`src/include/prs_map.svh`:
```
// Address map, field positions, reset values and timing for the payload rate search block.
// Assumes a byte-wide management space with one page-select byte at 127.
`ifndef PRS_MAP_SVH
`define PRS_MAP_SVH

// ----------------------------------------------------------------
// Management addresses
// ----------------------------------------------------------------
`define PRS_ADDR_SIG_COND   8'h01
`define PRS_ADDR_PAGE_SEL   8'h7F
`define PRS_ADDR_OTN_SETUP1 8'h80
`define PRS_ADDR_SRCH_CTL   8'hC0
`define PRS_PAGE_OTN        8'h03
`define PRS_UPPER_BIT       7

// ----------------------------------------------------------------
// Fields and reset values
// ----------------------------------------------------------------
`define PRS_SC_RATE_HI      7
`define PRS_SC_RATE_LO      4
`define PRS_SC_LINE_LB      2
`define PRS_SC_HOST_LB      1
`define PRS_OTN_MODE_BIT    0
`define PRS_SRCH_EN_BIT     2
`define PRS_RATE_10GE       4'h1
`define PRS_RATE_OC192      4'h2
`define PRS_SC_RST          8'h10
`define PRS_OTN1_RST        8'h01
`define PRS_SRCH_CTL_RST    8'h04
`define PRS_PAGE_RST        8'h00
`define PRS_BYTE_ZERO       8'h00

// ----------------------------------------------------------------
// Timing
// ----------------------------------------------------------------
`define PRS_SWITCH_TIME_MS  64'd5000
`define PRS_MS_TO_US        64'd1000
`define PRS_CLK_MHZ         64'd250

`endif

```
`src/include/prs_pkg.sv`:
```
// Types shared by the payload rate search block and its management target.
// Assumes prs_map.svh for all numeric constants.
package prs_pkg;

  typedef logic [3:0] prs_rate_t;

  typedef enum logic [1:0] {
    PRS_INIT   = 2'h0,
    PRS_SEARCH = 2'h1,
    PRS_DONE   = 2'h3,
    PRS_FROZEN = 2'h2
  } prs_state_t;

  typedef struct packed {
    logic       stb;
    logic [7:0] addr;
    logic [7:0] data;
  } prs_wr_t;

endpackage

```
`src/hdl/prs_mgmt_target.sv`:
```
// Two-wire management target: address byte, pointer byte, then data bytes.
// Assumes SCL and SDA arrive asynchronously; both are synchronised here.
`timescale 1ns/10ps
`include "prs_map.svh"
module prs_mgmt_target #(
  parameter logic [6:0] DEV_ADDR = 7'h50
) (
  input  wire logic           clk,
  input  wire logic           rst_n,
  input  wire logic           scl,
  input  wire logic           sda_in,
  input  wire logic [7:0]     rd_data,
  output prs_pkg::prs_wr_t    wr,
  output logic [7:0]          ptr,
  output logic                sda_oe
);
  import prs_pkg::*;

  logic       scl_m_q, scl_s_q, scl_p_q, sda_m_q, sda_s_q, sda_p_q;
  logic       act_q, act_d, rw_q, rw_d, oe_q, oe_d;
  logic [3:0] bit_q, bit_d;
  logic [1:0] idx_q, idx_d;
  logic [7:0] sh_q, sh_d, tx_q, tx_d, ptr_q, ptr_d;
  prs_wr_t    wr_q, wr_d;
  logic       start, stop, rise, fall;

  assign start = scl_s_q && sda_p_q && !sda_s_q;
  assign stop  = scl_s_q && !sda_p_q && sda_s_q;
  assign rise  = scl_s_q && !scl_p_q;
  assign fall  = !scl_s_q && scl_p_q;

  // ----------------------------------------------------------------
  // Byte engine
  // ----------------------------------------------------------------
  always_comb begin
    act_d = act_q;
    rw_d  = rw_q;
    oe_d  = oe_q;
    bit_d = bit_q;
    idx_d = idx_q;
    sh_d  = sh_q;
    tx_d  = tx_q;
    ptr_d = ptr_q;
    wr_d  = '{stb: 1'b0, addr: ptr_q, data: sh_q};
    if (start) begin
      act_d = 1'b1;
      bit_d = 4'h0;
      idx_d = 2'h0;
      oe_d  = 1'b0;
    end else if (stop) begin
      act_d = 1'b0;
      oe_d  = 1'b0;
    end else if (act_q) begin
      if (rise) begin
        sh_d  = {sh_q[6:0], sda_s_q};
        bit_d = bit_q + 4'h1;
        // A read ends when the master leaves its acknowledge high
        if (bit_q == 4'h8 && rw_q && idx_q != 2'h0 && sda_s_q) begin
          act_d = 1'b0;
        end
      end
      if (fall) begin
        if (bit_q == 4'h8) begin
          oe_d = 1'b0;
          if (idx_q == 2'h0) begin
            if (sh_q[7:1] == DEV_ADDR) begin
              oe_d  = 1'b1;
              rw_d  = sh_q[0];
              idx_d = 2'h1;
            end else begin
              act_d = 1'b0;
            end
          end else if (!rw_q) begin
            oe_d  = 1'b1;
            idx_d = 2'h2;
            if (idx_q == 2'h1) begin
              ptr_d = sh_q;
            end else begin
              wr_d.stb = 1'b1;
              ptr_d    = ptr_q + 8'h01;
            end
          end else begin
            ptr_d = ptr_q + 8'h01;
          end
        end else if (bit_q == 4'h9) begin
          bit_d = 4'h0;
          tx_d  = rd_data;
          oe_d  = rw_q && !rd_data[7];
        end else if (rw_q && idx_q != 2'h0 && bit_q != 4'h0) begin
          tx_d = {tx_q[6:0], 1'b0};
          oe_d = !tx_q[6];
        end
      end
    end
  end

  always_ff @(posedge clk) begin
    scl_m_q <= scl;
    scl_s_q <= scl_m_q;
    scl_p_q <= scl_s_q;
    sda_m_q <= sda_in;
    sda_s_q <= sda_m_q;
    sda_p_q <= sda_s_q;
    if (!rst_n) begin
      act_q <= 1'b0;
      rw_q  <= 1'b0;
      oe_q  <= 1'b0;
      bit_q <= 4'h0;
      idx_q <= 2'h0;
      sh_q  <= `PRS_BYTE_ZERO;
      tx_q  <= `PRS_BYTE_ZERO;
      ptr_q <= `PRS_BYTE_ZERO;
      wr_q  <= '0;
    end else begin
      act_q <= act_d;
      rw_q  <= rw_d;
      oe_q  <= oe_d;
      bit_q <= bit_d;
      idx_q <= idx_d;
      sh_q  <= sh_d;
      tx_q  <= tx_d;
      ptr_q <= ptr_d;
      wr_q  <= wr_d;
    end
  end

  assign wr     = wr_q;
  assign ptr    = ptr_q;
  assign sda_oe = oe_q;

endmodule

```
`src/hdl/prs_payload_rate_search.sv`:
```
// Startup payload rate search controller with signal conditioner loopback control.
// Assumes host-side detect and lock come from the serdes in another clock domain.
`timescale 1ns/10ps
`include "prs_map.svh"
module prs_payload_rate_search #(
  parameter logic [6:0]  DEV_ADDR      = 7'h50,
  parameter logic [31:0] SWITCH_CYCLES =
    32'(`PRS_SWITCH_TIME_MS * `PRS_MS_TO_US * `PRS_CLK_MHZ)
) (
  input  wire logic          CLK,
  input  wire logic          RSTN,
  input  wire logic          P_DOWN_RST,
  input  wire logic          TX_DISABLE,
  input  wire logic          SCL,
  input  wire logic          SDA_IN,
  output logic               SDA_OUT,
  output logic               SDA_OE,
  input  wire logic          HOST_SIGNAL_DETECT,
  input  wire logic          HOST_RATE_LOCK,
  output logic               MOD_NOT_READY,
  output logic               LASER_ON,
  output logic               TRAFFIC_ENABLE,
  output prs_pkg::prs_rate_t PAYLOAD_RATE,
  output logic               OTN_ENABLE,
  output logic               LINE_LOOPBACK,
  output logic               HOST_LOOPBACK,
  output logic               PM_COUNT_LAG
);
  import prs_pkg::*;

  if (SWITCH_CYCLES < 32'd2) begin : g_chk
    $error("SWITCH_CYCLES must be at least 2");
  end

  // ----------------------------------------------------------------
  // Pin synchronisers and reset
  // ----------------------------------------------------------------
  logic pd_m_q, pd_s_q, pd_p_q, txd_m_q, txd_s_q;
  logic sig_m_q, sig_s_q, lck_m_q, lck_s_q;
  logic rst, pd_fall;

  always_ff @(posedge CLK) begin
    if (!RSTN) begin
      pd_m_q <= 1'b0;
      pd_s_q <= 1'b0;
      pd_p_q <= 1'b0;
    end else begin
      pd_m_q <= P_DOWN_RST;
      pd_s_q <= pd_m_q;
      pd_p_q <= pd_s_q;
    end
    txd_m_q <= TX_DISABLE;
    txd_s_q <= txd_m_q;
    sig_m_q <= HOST_SIGNAL_DETECT;
    sig_s_q <= sig_m_q;
    lck_m_q <= HOST_RATE_LOCK;
    lck_s_q <= lck_m_q;
  end

  // Pin falling edge acts like a power cycle, management target included
  assign pd_fall = pd_p_q && !pd_s_q;
  assign rst     = !RSTN || pd_fall;

  // ----------------------------------------------------------------
  // Management target and register decode
  // ----------------------------------------------------------------
  prs_wr_t    wr;
  logic [7:0] ptr, rd_data;
  logic [7:0] sc_q, sc_d, otn1_q, otn1_d, sctl_q, sctl_d, page_q, page_d;

  prs_mgmt_target #(
    .DEV_ADDR (DEV_ADDR)
  ) u_mgmt (
    .clk     (CLK),
    .rst_n   (!rst),
    .scl     (SCL),
    .sda_in  (SDA_IN),
    .rd_data (rd_data),
    .wr      (wr),
    .ptr     (ptr),
    .sda_oe  (SDA_OE)
  );

  // Upper half is paged; the OTN bytes live on one page only
  function automatic logic hits(input logic [7:0] a, input logic [7:0] pg,
                                input logic [7:0] target);
    hits = (a == target) && (!a[`PRS_UPPER_BIT] || pg == `PRS_PAGE_OTN);
  endfunction

  always_comb begin
    rd_data = `PRS_BYTE_ZERO;
    if (hits(ptr, page_q, `PRS_ADDR_SIG_COND)) begin
      rd_data = sc_q;
    end else if (hits(ptr, page_q, `PRS_ADDR_PAGE_SEL)) begin
      rd_data = page_q;
    end else if (hits(ptr, page_q, `PRS_ADDR_OTN_SETUP1)) begin
      rd_data = otn1_q;
    end else if (hits(ptr, page_q, `PRS_ADDR_SRCH_CTL)) begin
      rd_data = sctl_q;
    end
  end

  logic wr_sc, wr_otn1, wr_sctl, abort;
  assign wr_sc   = wr.stb && hits(wr.addr, page_q, `PRS_ADDR_SIG_COND);
  assign wr_otn1 = wr.stb && hits(wr.addr, page_q, `PRS_ADDR_OTN_SETUP1);
  assign wr_sctl = wr.stb && hits(wr.addr, page_q, `PRS_ADDR_SRCH_CTL);
  // Any of the three host actions ends the search at once
  assign abort   = wr_sc || wr_otn1 || (wr_sctl && !wr.data[`PRS_SRCH_EN_BIT]);

  // ----------------------------------------------------------------
  // Search state machine
  // ----------------------------------------------------------------
  prs_state_t  state_q, state_d;
  logic [31:0] timer_q, timer_d;
  prs_rate_t   rate;
  logic        srch_d, srch_q;

  assign rate = sc_q[`PRS_SC_RATE_HI:`PRS_SC_RATE_LO];

  always_comb begin
    state_d = state_q;
    timer_d = timer_q;
    sc_d    = sc_q;
    otn1_d  = otn1_q;
    sctl_d  = sctl_q;
    page_d  = page_q;
    unique case (state_q)
      PRS_INIT: begin
        // Not in OTN mode or disabled: the reset rate simply stands
        if (!otn1_q[`PRS_OTN_MODE_BIT] || !sctl_q[`PRS_SRCH_EN_BIT]) begin
          state_d = PRS_DONE;
        end else begin
          state_d = PRS_SEARCH;
          timer_d = SWITCH_CYCLES - 32'd1;
        end
      end
      PRS_SEARCH: begin
        if (abort) begin
          state_d = PRS_DONE;
        end else if (!sig_s_q) begin
          state_d = PRS_FROZEN;
        end else if (lck_s_q) begin
          state_d = PRS_DONE;
        end else if (timer_q == 32'd0) begin
          timer_d = SWITCH_CYCLES - 32'd1;
          sc_d[`PRS_SC_RATE_HI:`PRS_SC_RATE_LO] =
            (rate == `PRS_RATE_10GE) ? `PRS_RATE_OC192 : `PRS_RATE_10GE;
        end else begin
          timer_d = timer_q - 32'd1;
        end
      end
      PRS_FROZEN: begin
        // Timer holds so the dwell resumes where it stopped
        if (abort) begin
          state_d = PRS_DONE;
        end else if (sig_s_q) begin
          state_d = PRS_SEARCH;
        end
      end
      PRS_DONE: state_d = PRS_DONE;
    endcase
    // Host writes come last so they win over a rate toggle
    if (wr_sc) begin
      sc_d = wr.data;
    end
    if (wr_otn1) begin
      otn1_d = wr.data;
    end
    if (wr_sctl) begin
      sctl_d = wr.data;
    end
    if (wr.stb && wr.addr == `PRS_ADDR_PAGE_SEL) begin
      page_d = wr.data;
    end
  end

  assign srch_d = (state_d == PRS_SEARCH) || (state_d == PRS_FROZEN);

  always_ff @(posedge CLK) begin
    if (rst) begin
      state_q <= PRS_INIT;
      timer_q <= 32'd0;
      sc_q    <= `PRS_SC_RST;
      otn1_q  <= `PRS_OTN1_RST;
      sctl_q  <= `PRS_SRCH_CTL_RST;
      page_q  <= `PRS_PAGE_RST;
    end else begin
      state_q <= state_d;
      timer_q <= timer_d;
      sc_q    <= sc_d;
      otn1_q  <= otn1_d;
      sctl_q  <= sctl_d;
      page_q  <= page_d;
    end
  end

  // ----------------------------------------------------------------
  // Output registers
  // ----------------------------------------------------------------
  logic done_d;
  assign done_d = (state_d == PRS_DONE);

  always_ff @(posedge CLK) begin
    if (rst) begin
      MOD_NOT_READY  <= 1'b1;
      LASER_ON       <= 1'b0;
      TRAFFIC_ENABLE <= 1'b0;
      PAYLOAD_RATE   <= `PRS_RATE_10GE;
      OTN_ENABLE     <= 1'b1;
      LINE_LOOPBACK  <= 1'b0;
      HOST_LOOPBACK  <= 1'b0;
      PM_COUNT_LAG   <= 1'b0;
      SDA_OUT        <= 1'b0;
      srch_q         <= 1'b0;
    end else begin
      MOD_NOT_READY  <= !done_d;
      LASER_ON       <= done_d && !txd_s_q && !pd_s_q;
      // A lock seen by the serdes means the setting matches the host data
      TRAFFIC_ENABLE <= done_d && lck_s_q && sig_s_q;
      PAYLOAD_RATE   <= sc_d[`PRS_SC_RATE_HI:`PRS_SC_RATE_LO];
      OTN_ENABLE     <= otn1_d[`PRS_OTN_MODE_BIT];
      LINE_LOOPBACK  <= sc_d[`PRS_SC_LINE_LB];
      HOST_LOOPBACK  <= sc_d[`PRS_SC_HOST_LB];
      PM_COUNT_LAG   <= srch_d;
      SDA_OUT        <= 1'b0;
      srch_q         <= srch_d;
    end
  end

  // ----------------------------------------------------------------
  // Checks
  // ----------------------------------------------------------------
  chk_line_loop: assert property (@(posedge CLK) disable iff (rst)
    wr_sc |=> LINE_LOOPBACK == $past(wr.data[`PRS_SC_LINE_LB]))
    else $error("line loopback does not follow register write");
  chk_host_loop: assert property (@(posedge CLK) disable iff (rst)
    wr_sc |=> HOST_LOOPBACK == $past(wr.data[`PRS_SC_HOST_LB]))
    else $error("host loopback does not follow register write");
  chk_init_gate: assert property (@(posedge CLK) disable iff (rst)
    (state_q == PRS_INIT && !otn1_q[`PRS_OTN_MODE_BIT]) |=> state_q == PRS_DONE)
    else $error("search started outside OTN mode");
  chk_reset_start: assert property (@(posedge CLK)
    (rst ##1 !rst) |-> state_q == PRS_INIT && rate == `PRS_RATE_10GE && OTN_ENABLE)
    else $error("reset did not restart search at the default rate");
  chk_rate_alt: assert property (@(posedge CLK) disable iff (rst)
    (state_q == PRS_SEARCH && sig_s_q && !lck_s_q && !wr.stb && timer_q == 32'd0)
      |=> rate != $past(rate) && timer_q == SWITCH_CYCLES - 32'd1)
    else $error("rate did not alternate at dwell end");
  // A host write may legally end a frozen search, so it is left out here
  chk_freeze_hold: assert property (@(posedge CLK) disable iff (rst)
    (state_q == PRS_FROZEN && !sig_s_q && !abort) |=> $stable(timer_q) && $stable(rate))
    else $error("search advanced without host signal");
  chk_freeze_enter: assert property (@(posedge CLK) disable iff (rst)
    (state_q == PRS_SEARCH && !sig_s_q && !abort) |=> state_q == PRS_FROZEN)
    else $error("search did not freeze on host signal loss");
  chk_otn_only: assert property (@(posedge CLK) disable iff (rst)
    srch_q |-> otn1_q[`PRS_OTN_MODE_BIT] && sctl_q[`PRS_SRCH_EN_BIT])
    else $error("search running outside OTN mode or while disabled");
  chk_lock_exit: assert property (@(posedge CLK) disable iff (rst)
    (state_q == PRS_SEARCH && sig_s_q && lck_s_q) |=> state_q == PRS_DONE ##1 !MOD_NOT_READY)
    else $error("lock did not end the search");
  chk_search_dark: assert property (@(posedge CLK) disable iff (rst)
    srch_q |-> MOD_NOT_READY && !LASER_ON && !TRAFFIC_ENABLE)
    else $error("laser or ready active during search");
  // The host reads the rate field; it must agree with the rate driven to the serdes
  chk_rate_show: assert property (@(posedge CLK) disable iff (rst)
    hits(ptr, page_q, `PRS_ADDR_SIG_COND) |->
      rd_data[`PRS_SC_RATE_HI:`PRS_SC_RATE_LO] == PAYLOAD_RATE)
    else $error("rate field and rate output differ");
  chk_host_abort: assert property (@(posedge CLK) disable iff (rst)
    (srch_q && abort) |=> state_q == PRS_DONE && !MOD_NOT_READY)
    else $error("host write did not abort search");
  chk_txdis_dark: assert property (@(posedge CLK) disable iff (rst)
    txd_s_q |=> !LASER_ON)
    else $error("laser on while transmit disable is requested");
  chk_traffic_gate: assert property (@(posedge CLK) disable iff (rst)
    TRAFFIC_ENABLE |-> $past(lck_s_q) && $past(sig_s_q) && !srch_q)
    else $error("traffic enabled without host lock");
  // No disable here: this check watches the internal reset itself
  chk_pdown_reset: assert property (@(posedge CLK)
    pd_fall |=> state_q == PRS_INIT && MOD_NOT_READY && !SDA_OE)
    else $error("pin falling edge did not reset the block");
  chk_done_hold: assert property (@(posedge CLK) disable iff (rst)
    (state_q == PRS_DONE && !wr_sc) |=> state_q == PRS_DONE && $stable(rate))
    else $error("search restarted after exit");

endmodule

```
`config.mk`:
```
export PLATFORM = sky130hd
export DESIGN_NAME = prs_payload_rate_search
export DESIGN_NICKNAME = d
export VERILOG_FILES = /design/src/include/prs_pkg.sv /design/src/hdl/prs_mgmt_target.sv /design/src/hdl/prs_payload_rate_search.sv
export VERILOG_INCLUDE_DIRS = /design/src /design/src/include
export SDC_FILE = /design/constraint.sdc
export NUM_CORES = 1
export LEC_CHECK = 0
export BUFFER_PORTS_ARGS = -buffer_cell sky130_fd_sc_hd__buf_2
export CAP_MARGIN = 20
export CORE_MARGIN = 2
export CORE_UTILIZATION = 40
export DETAILED_ROUTE_END_ITERATION = 8
export SLEW_MARGIN = 25
export SYNTH_ARGS = -nofsm -noshare
export SYNTH_HDL_FRONTEND = slang
export SYNTH_SLANG_ARGS = --single-unit
```
`constraint.sdc`:
```
create_clock -name CLK -period 2.8 [get_ports CLK]
set_input_delay 0.56 -clock CLK [delete_from_list [all_inputs] [get_ports CLK]]
set_output_delay 0.56 -clock CLK [all_outputs]
set_load 0.1 [all_outputs]
```
==> results of run 1 <==
layer usage:
metal	global-route usage [%]	wire, um	share of wire (%)
met1	25.5	7030	48
met2	27.9	6480	44
met3	4.51	794	5.4
met4	8.86	354	2.4
met5	0	0	0
synthesized netlist by cell type, drive strengths merged (3+ instances only):
cell	instances
a22o	4
nand3b	4
a21o	3
nor3	21
or2	3
o21a	4
buf	13
nand4	7
mux2i	38
and3	9
a222oi	6
a211oi	3
a22oi	4
nor4b	5
o31ai	5
and2	24
o21ai	39
a31oi	6
inv	13
xor2	3
o211ai	3
nor2	80
nor4	13
or4	4
nand3	16
a311oi	19
a21oi	43
nand2	66
nor2b	6
nor4bb	3
nand2b	8
nor3b	6
o31a	3
ha	8
dfxtp	134
clkbuf	21
or3	11
a211o	3
worst max path at each step:
stage,start,to,slack [ns],depth (start not counted)
2_1_floorplan,otn1_q[0],timer_q[29],0.38,7
3_5_place_dp,page_q[3],u_mgmt.sda_oe,0.34,6
6_report,page_q[3],u_mgmt.sda_oe,0.29,6
3_3_place_gp,page_q[3],u_mgmt.sda_oe,0.41,6
5_1_grt,page_q[3],u_mgmt.sda_oe,0.15,6
4_1_cts,page_q[3],u_mgmt.sda_oe,0.31,6
stage by stage:
step / instance area, um2 / hold WS, ns / total power [mW] / cells
5_1_grt: 6980 / 0.222 / 5.17 / 897
3_3_place_gp: 6320 / 0.310 / 2.51 / 865
3_5_place_dp: 6320 / 0.313 / 2.52 / 865
2_1_floorplan: 6000 / 0.310 / 2.41 / 678
6_report: 6980 / 0.236 / 5.00 / 897
4_1_cts: 6980 / 0.218 / 5.03 / 897
worst max-delay path, cell delays in order, from the launching register on:
cell and delay (ns):
dfxtp_1 0.32, nor4_1 0.54, nand2_1 0.20, or3_1 0.48, or2_2 0.32, a2111oi_0 0.37
a2111oi_0 0.12
power groups by stage:
stage / sequential [mW] / combinational (mW) / clock, mW
finish: 2.02 / 0.467 / 2.50
global placement: 2.06 / 0.452 / 0
CTS: 2.02 / 0.463 / 2.55
global route: 2.04 / 0.515 / 2.62
floorplan: 2.09 / 0.318 / 0
detailed placement: 2.06 / 0.460 / 0
cells by family after synthesis:
group	Yosys count	synth area share, %
and+or+nand+nor	291	25.8
AOI/OAI and AO/OA	155	17.2
DFF	134	44.7
buffers and inverters	47	3.67
muxes	38	6.34
adders and majority gates	8	1.67
xor gates and xnor gates	4	0.584
other	1	0.0625
area by class of cell:
class | count | area, um2
tap | 184 | 230
multi-input combinational | 497 | 3110
fill | 1348 | 7610
sequential | 134 | 2680
clock buffer | 18 | 429
inverter | 13 | 48.8
clock inverter | 14 | 230
timing repair buffer | 37 | 243
flip-flops by register name, summed over array words and instances (netlist names), 2 cells and up:
| name | count |
|---|---|
| u_mgmt.bit_q | 4 |
| otn1_q | 8 |
| u_mgmt.idx_q | 2 |
| page_q | 8 |
| state_q | 2 |
| timer_q | 32 |
| u_mgmt.wr | 17 |
| sctl_q | 8 |
| u_mgmt.ptr | 8 |
| sc_q | 8 |
| u_mgmt.sh_q | 8 |
| u_mgmt.tx_q | 7 |
placed cells by master, fill, tap and decap left out, types with 4 or more instances in the layout:
master	instances
nor2_1	80
and2_1	22
a22o_1	4
buf_4	17
nand2b_1	7
clkinv_2	5
bufinv_16	6
clkbuf_16	17
mux2i_1	38
nor3_1	20
nand4_1	6
or4_1	4
and3_1	9
a31oi_1	6
a22oi_1	4
nor3b_1	4
or3_1	11
dfxtp_1	134
a311oi_1	19
nand3_1	15
ha_1	8
buf_2	19
o31ai_1	4
a21oi_1	42
a222oi_1	6
nor2b_1	6
nand2_1	66
nor4_1	10
o21a_1	4
inv_1	13
nand3b_1	4
o21ai_0	38
==> key figures, run 1 <==
Finish
  – Final core utilization: 47.8%
  – Layout cell share with drive strength beyond 1: 12.3%
  – Area growth, synth to finish: 16.3%
  – Number of antenna diodes: 0
  – Nets: 716

CTS
  – Post-cts resize count: 0
  – Clock Path Buffers: 2
  – Post CTS Setup Buffer Count: 0
  – H-tree depth: 4
  – Worst-Skew Late Latency: 0.42 ns
  – CTS sink cnt: 134
  – CTS tree: built
  – Clock slew at reported path FFs: 0.06 ns
  – Root Driver: clkbuf_16
  – Hold buffer count at cts: 0
  – CTS buffer count: 17

Yosys
  – Post-Syn Area: 6000 um2
  – Post-synth EDFFs: 0
  – Cells after synthesis: 678
  – Top cell type's share of synthesized area: ~45%
  – Ranking of synthesized cells by area: dfxtp_1 (45%), mux2i_1 (6.3%), nor2_1 (5.0%), nand2_1 (4.1%), a21oi_1 (3.5%)
  – Post-synth cell types: 69
  – Register area share after synthesis: roughly 45%
  – Async set-reset flop share out of synthesis: 0%
  – Synth area leader: dfxtp_1
  – Mean Syn Cell Area: 8.85 um2
  – Synthesized net count: 694
  – Synth warn: 0
  – Register bit count reported by yosys: 134
  – Most used DFF post-synth: dfxtp_1

Die
  – Area of the die: 16000 um2
  – Ports: 21
  – Initial core utilization: between 40% and 50%
  – Core footprint: 14600 um2
  – Floorplan row count: 44
  – Die width: 126 um
  – Die Y: 126 um

STA
  – Unrepaired setup endpoints after global routing: false
  – Setup WS post-layout: 0.290 ns
  – Fin. max-slew vios: 0
  – Fmax: 398 MHz
  – Fin Clk Skew: 0.00753 ns
  – Max_slew headroom: between 30% and 40%
  – Hold Vio Cnt, Final: 0
  – Slew @ Worst Pin: 1.04 ns
  – Final setup viols: 0
  – Min Tclk post-route: 2.51 ns
  – Period Utilization, post-route: 89.6%
  – Setup TNS: 0 ns

Route
  – Via count: 5120
  – Routed len/inst: 16.3 um
  – Antenna-violating nets left: 0
  – DR DRC count: 0
  – Detailed router's first-iteration violation count: 486
  – Vias per cell: about 5.7
  – Pre-antenna DRT Iters: 5
  – Detailed Route WL: around 15000 um

GRT
  – Largest net degree at the start of global routing: 47
  – Gr ovfl total: 0
  – First-pass GRT wire length: 24000 um
  – GRT Util Overall: 18.7%
  – Initial antenna violation count: 0
  – Vias in the first global route: 4833

Setup path
  – Reg-to-reg critical path startpoint: page_q[3]
  – Critical Path Fanout Max: 4
  – FF-to-FF path depth: 6
  – Worst setup SP type: flip-flop
  – R2r setup slk: 0.29 ns
  – R2R Path End: u_mgmt.sda_oe
  – Worst setup EP type: flip-flop
  – Critical path type: flip-flop to flip-flop
  – Crit path arrival time: 2.76 ns
  – Critical Path RT: 3.05 ns

Placed design
  – Post-DP HPWL: 9960 um
  – Pre-CTS WS: 0.337 ns
  – Gpl congestion: 0.826
  – Number of I/O port buffers: 19

Power
  – Worst vdd ir: 0.000559 V
  – NetSw: ~1.2 mW
  – Combinational power share: 9.4%
  – Clk pwr share: approximately half
  – P per Cell Area: approximately 700 nW/um2
  – Switching portion of total power: 24.2%
  – Pleak: 2.61 nW
  – Internal power: approximately 3.8 mW
  – Reg power frac: 40.5%

Worst hold path
  – Worst Hold End: u_mgmt.scl_m_q
  – Worst Min Path Start: SCL
  – Worst Hold Class: primary input to flip-flop
  – Hold depth: 1

Flow run
  – Max cap viols: 0

Status
  – Status: finished clean
(Power assumes the default switching activity.)
==> run 2: changes to the inputs <==
clock period = 3.2 ns   (was 2.8 ns; I/O delays follow)
==> key figures, run 2 (synthesis results as in run 1) <==
CTS
  – CTS tree: built
  – Post-cts resize count: 0
  – CTS buffer count: 17
  – Worst-Skew Late Latency: 0.42 ns
  – Clock Path Buffers: 2
  – H-tree depth: 4
  – Root Driver: clkbuf_16
  – Post CTS Setup Buffer Count: 0
  – CTS sink cnt: 134
  – Clock slew at reported path FFs: around 0.06 ns
  – Hold buffer count at cts: 0

Setup path
  – Critical Path Fanout Max: 21
  – Worst setup SP type: flip-flop
  – FF-to-FF path depth: 8
  – R2r setup slk: 0.40 ns
  – Worst setup EP type: flip-flop
  – Critical path type: flip-flop to flip-flop
  – Critical Path RT: 3.52 ns
  – Crit path arrival time: between 3 and 4 ns

Finish
  – Number of antenna diodes: 0
  – Commonest non-fill, non-tap cells in the layout: dfxtp_1 (134), nor2_1 (80), nand2_1 (66), a21oi_1 (42)
  – Layout cell share with drive strength beyond 1: 11.2%
  – Most common cell after layout, fill and taps aside: dfxtp_1
  – Largest Register: timer_q
  – Area growth, synth to finish: 15.1%
  – Max FFs per register: 32
  – Nets: 707

GRT
  – First-pass GRT wire length: 23900 um
  – Vias in the first global route: 4758
  – Largest net degree at the start of global routing: 45
  – Initial antenna violation count: 0
  – GRT Util Overall: 18.6%
  – Gr ovfl total: 0

Power
  – Power, Total: 4.34 mW
  – Internal power: 3.31 mW
  – NetSw: 1.03 mW
  – P per Cell Area: 629 nW/um2
  – Worst vdd ir: 0.000461 V
  – Pleak: around 2.5 nW
  – Combinational power share: 8.7%
  – Clk pwr share: 50.4%
  – Reg power frac: between 40 and 50%
  – Switching portion of total power: a little under a quarter

STA
  – Fin. max-slew vios: 0
  – Max_slew headroom: 32.7%
  – Unrepaired setup endpoints after global routing: false
  – Period Utilization, post-route: between 80% and 90%
  – Fmax: 357 MHz
  – Min Tclk post-route: 2.80 ns
  – Fin Clk Skew: 0.00756 ns
  – Hold Vio Cnt, Final: 0
  – Slew @ Worst Pin: a little over 1 ns
  – Final setup viols: 0
  – Setup TNS: 0 ns

Die
  – Area of the die: 16000 um2
  – Die width: between 100 and 150 um
  – Die Y: about 130 um
  – Initial core utilization: 41.1%
  – Floorplan row count: 44
  – Core footprint: 14600 um2
  – Ports: 21

Route
  – Vias per cell: about 5.6
  – Antenna-violating nets left: 0
  – Routed len/inst: 16.0 um
  – Pre-antenna DRT Iters: 6
  – Detailed Route WL: 14200 um
  – DR DRC count: 0
  – Detailed router's first-iteration violation count: 380
  – Via count: about 5.0k

Flow run
  – Max cap viols: 0

Placed design
  – Number of I/O port buffers: 19
  – Post-DP HPWL: about 9800 um
  – Gpl congestion: 0.831

Status
  – Status: finished clean

Worst hold path
  – Worst Hold Class: primary input to flip-flop
  – Hold depth: 1
run 2: changes by cell type in the layout (fill, tap and decap cells not counted), sizes merged:
cell / change
clkinv: -3
buf: -9
inv: -1
clkinvlp: +3
run 2: path summary, 6_finish.rpt:
check                      start              to
setup / recovery      timer_q[0]     timer_q[25]
hold / removal            SDA_IN  u_mgmt.sda_m_q
setup reg to reg      timer_q[0]     timer_q[25]
hold reg to reg   u_mgmt.sda_m_q  u_mgmt.sda_s_q
run 2: through the flow:
| step | utilization [%] | setup slack (ns) | hold WS (ns) | instance area, um2 | std cells |
|---|---|---|---|---|---|
| 2_1_floorplan | - | 0.784 | 0.310 | 6000 | 678 |
| 6_report | 47.3 | 0.400 | 0.324 | 6900 | 887 |
| 5_1_grt | 47.3 | 0.145 | 0.304 | 6900 | 887 |
| 4_1_cts | 47.3 | 0.469 | 0.305 | 6900 | 887 |
| 3_3_place_gp | 42.7 | 0.635 | 0.310 | 6240 | 856 |
| 3_5_place_dp | 42.7 | 0.497 | 0.314 | 6240 | 856 |
run 2: critical path, cell delays in order, from the launching register on:
cell	delay, ns
dfxtp_1	0.34
inv_1	0.07
ha_1	0.17
nor3b_1	0.51
nand3_2	0.31
o31ai_4	0.51
a21oi_2	0.28
and3_1	0.27
nor4_1	0.24
run 2: area by class of cell:
class | count | area [um2]
Clock buffer | 18 | 439
Multi-Input combinational cell | 497 | 3110
Inverter | 13 | 48.8
Sequential cell | 134 | 2680
Clock inverter | 13 | 229
Tap cell | 184 | 230
Timing Repair Buffer | 28 | 163
Fill cell | 1384 | 7680
run 2: metal layers:
| metal | part of all wire [%] | GRT usage (%) | up-vias | wire, um |
|---|---|---|---|---|
| met5 | 0 | 0 | - | 0 |
| met2 | 44 | 27.2 | 112 | 6230 |
| li1 | - | - | 2494 | - |
| met1 | 50 | 26.3 | 2363 | 7060 |
| met4 | 1.7 | 7.63 | 0 | 237 |
| met3 | 4.8 | 4.43 | 20 | 676 |
run 2: power groups by stage:
stage                     Clock (mW)  Combinational [mW]  Sequential [mW]
final                           2.19               0.380             1.78
after floorplan                    0               0.278             1.83
after global routing            2.31               0.424             1.78
after CTS                       2.23               0.377             1.78
after detailed placement           0               0.375             1.81
after global placement             0               0.368             1.81
==> run 3: changes to the inputs <==
HOLD_SLACK_MARGIN = 0.08   (was default)
PLACE_DENSITY = 0.51   (was default)
SLEW_MARGIN = default   (was 25)
==> key figures, run 3 (synthesis results as in run 1) <==
Worst hold path
  – Worst Min Path Start: TX_DISABLE
  – Worst Hold Class: primary input to flip-flop
  – Hold depth: 1
  – Worst Hold End: txd_m_q

Placed design
  – Post-DP HPWL: 10100 um
  – Number of I/O port buffers: 19
  – Gpl congestion: 0.833

Setup path
  – R2r setup slk: 0.47 ns
  – Critical path type: flip-flop to flip-flop
  – Reg-to-reg critical path startpoint: state_q[0]
  – R2R Path End: timer_q[17]
  – Crit path arrival time: between 3 and 4 ns
  – Critical Path Fanout Max: 21
  – FF-to-FF path depth: 6
  – Worst setup SP type: flip-flop
  – Worst setup EP type: flip-flop
  – Critical Path RT: between 3 and 4 ns

Route
  – DR DRC count: 0
  – Via count: between 4k and 5k
  – Post-Route M1 WL: 7560 um
  – Met2 wire length: 6160 um
  – Max layer used: met4
  – Antenna-violating nets left: 0
  – Met3 WL: 804 um
  – Detailed router's first-iteration violation count: a little over 400
  – Vias per cell: 5.61
  – Pre-antenna DRT Iters: 7
  – Detailed Route WL: between 10000 and 15000 um
  – Routed len/inst: between 15 and 20 um

CTS
  – Clock slew at reported path FFs: 0.06 ns
  – Post-cts resize count: 0
  – Hold buffer count at cts: 0
  – Worst-Skew Late Latency: 0.42 ns
  – Clock Path Buffers: 2
  – Post CTS Setup Buffer Count: 0
  – H-tree depth: 4
  – Root Driver: clkbuf_16
  – CTS sink cnt: 134
  – CTS buffer count: 17
  – CTS tree: built

GRT
  – Initial antenna violation count: 0
  – Gr ovfl total: 0
  – First-pass GRT wire length: 24200 um
  – GRT Util Overall: 19.1%
  – Largest net degree at the start of global routing: 75
  – Vias in the first global route: approximately 4.7k

STA
  – Setup TNS: 0 ns
  – Max_slew headroom: 32.3%
  – Fin Clk Skew: around 0.0093 ns
  – Min Tclk post-route: approximately 2.7 ns
  – Final setup viols: 0
  – Unrepaired setup endpoints after global routing: false
  – Hold Vio Cnt, Final: 0
  – WHS: 0.312 ns
  – Fmax: about 370 MHz
  – Fin. max-slew vios: 0
  – Slew @ Worst Pin: between 1 and 1.5 ns
  – Period Utilization, post-route: 85.3%

Finish
  – Nets: 708
  – Max FFs per register: 32
  – Commonest non-fill, non-tap cells in the layout: dfxtp_1 (134), nor2_1 (80), nand2_1 (66), a21oi_1 (42)
  – FILL cells: ~1.4k
  – Area growth, synth to finish: 14.6%
  – Most common cell after layout, fill and taps aside: dfxtp_1
  – Layout cell share with drive strength beyond 1: 11.5%
  – Largest Register: timer_q
  – Number of antenna diodes: 0

Power
  – Worst vdd ir: 0.000389 V
  – Power, Total: 4.17 mW
  – P per Cell Area: 607 nW/um2
  – Pleak: ~2.5 nW

Die
  – Die width: 126 um
  – Area of the die: ~16000 um2
  – Floorplan row count: 44
  – Ports: 21
  – Core footprint: between 10000 and 15000 um2
  – Die Y: around 130 um
  – Initial core utilization: 41.1%

Flow run
  – Max cap viols: 0

Status
  – Status: finished clean
-- run 3: cell types whose count changed in the layout (fill, tap and decap cells not counted), sizes merged --
cell      change
bufinv        -3
clkinvlp      -2
clkinv        +4
buf           +1
clkbuf        +2
-- run 3: worst max-delay path: stages, from the launching register on --
cell,delay (ns)
dfxtp_1,0.57
nand2b_4,0.13
nor3b_4,0.22
or3b_4,0.44
a21oi_2,0.81
a21oi_1,0.17
a311oi_1,0.29
-- run 3: power breakdown --
| group | total [mW] | switching (mW) | internal, mW |
|---|---|---|---|
| Sequential | 1.77 | 0.0526 | 1.72 |
| Combinational | 0.390 | 0.265 | 0.124 |
| Clock | 2.01 | 0.726 | 1.28 |
-- run 3: area by class of cell --
class / instances / area (um2) / area share, %
Clock buffer: 20 / 467 / 6.79
Clock inverter: 12 / 151 / 2.20
Inverter: 13 / 48.8 / 0.710
Multi-Input combinational cell: 497 / 3110 / 45.3
Sequential cell: 134 / 2680 / 39.0
Tap cell: 184 / 230 / 3.35
Timing Repair Buffer: 29 / 183 / 2.66
-- run 3: stage by stage --
| step | instances | setup slack [ns] | area, um2 | util [%] |
|---|---|---|---|---|
| after floorplan | 678 | 0.784 | 6000 | - |
| after global placement | 857 | 0.587 | 6260 | 42.9 |
| after detailed placement | 857 | 0.549 | 6260 | 42.9 |
| after CTS | 889 | 0.487 | 6870 | 47.1 |
| after global routing | 889 | 0.263 | 6870 | 47.1 |
| final | 889 | 0.472 | 6870 | 47.1 |
-- run 3: layer usage --
metal,track usage (%),up-vias
met5,0,-
li1,-,2482
met1,27.7,2360
met4,6.53,0
met3,5.74,24
met2,26.8,119
-- run 3: worst max path at each step --
stage,start,to,slack (ns),depth (start not counted)
after floorplan,otn1_q[0],timer_q[29],0.78,7
after global placement,state_q[0],timer_q[27],0.59,6
after detailed placement,state_q[0],timer_q[27],0.55,6
after CTS,state_q[0],timer_q[17],0.49,6
after global routing,state_q[0],timer_q[17],0.26,6
final,state_q[0],timer_q[17],0.47,6
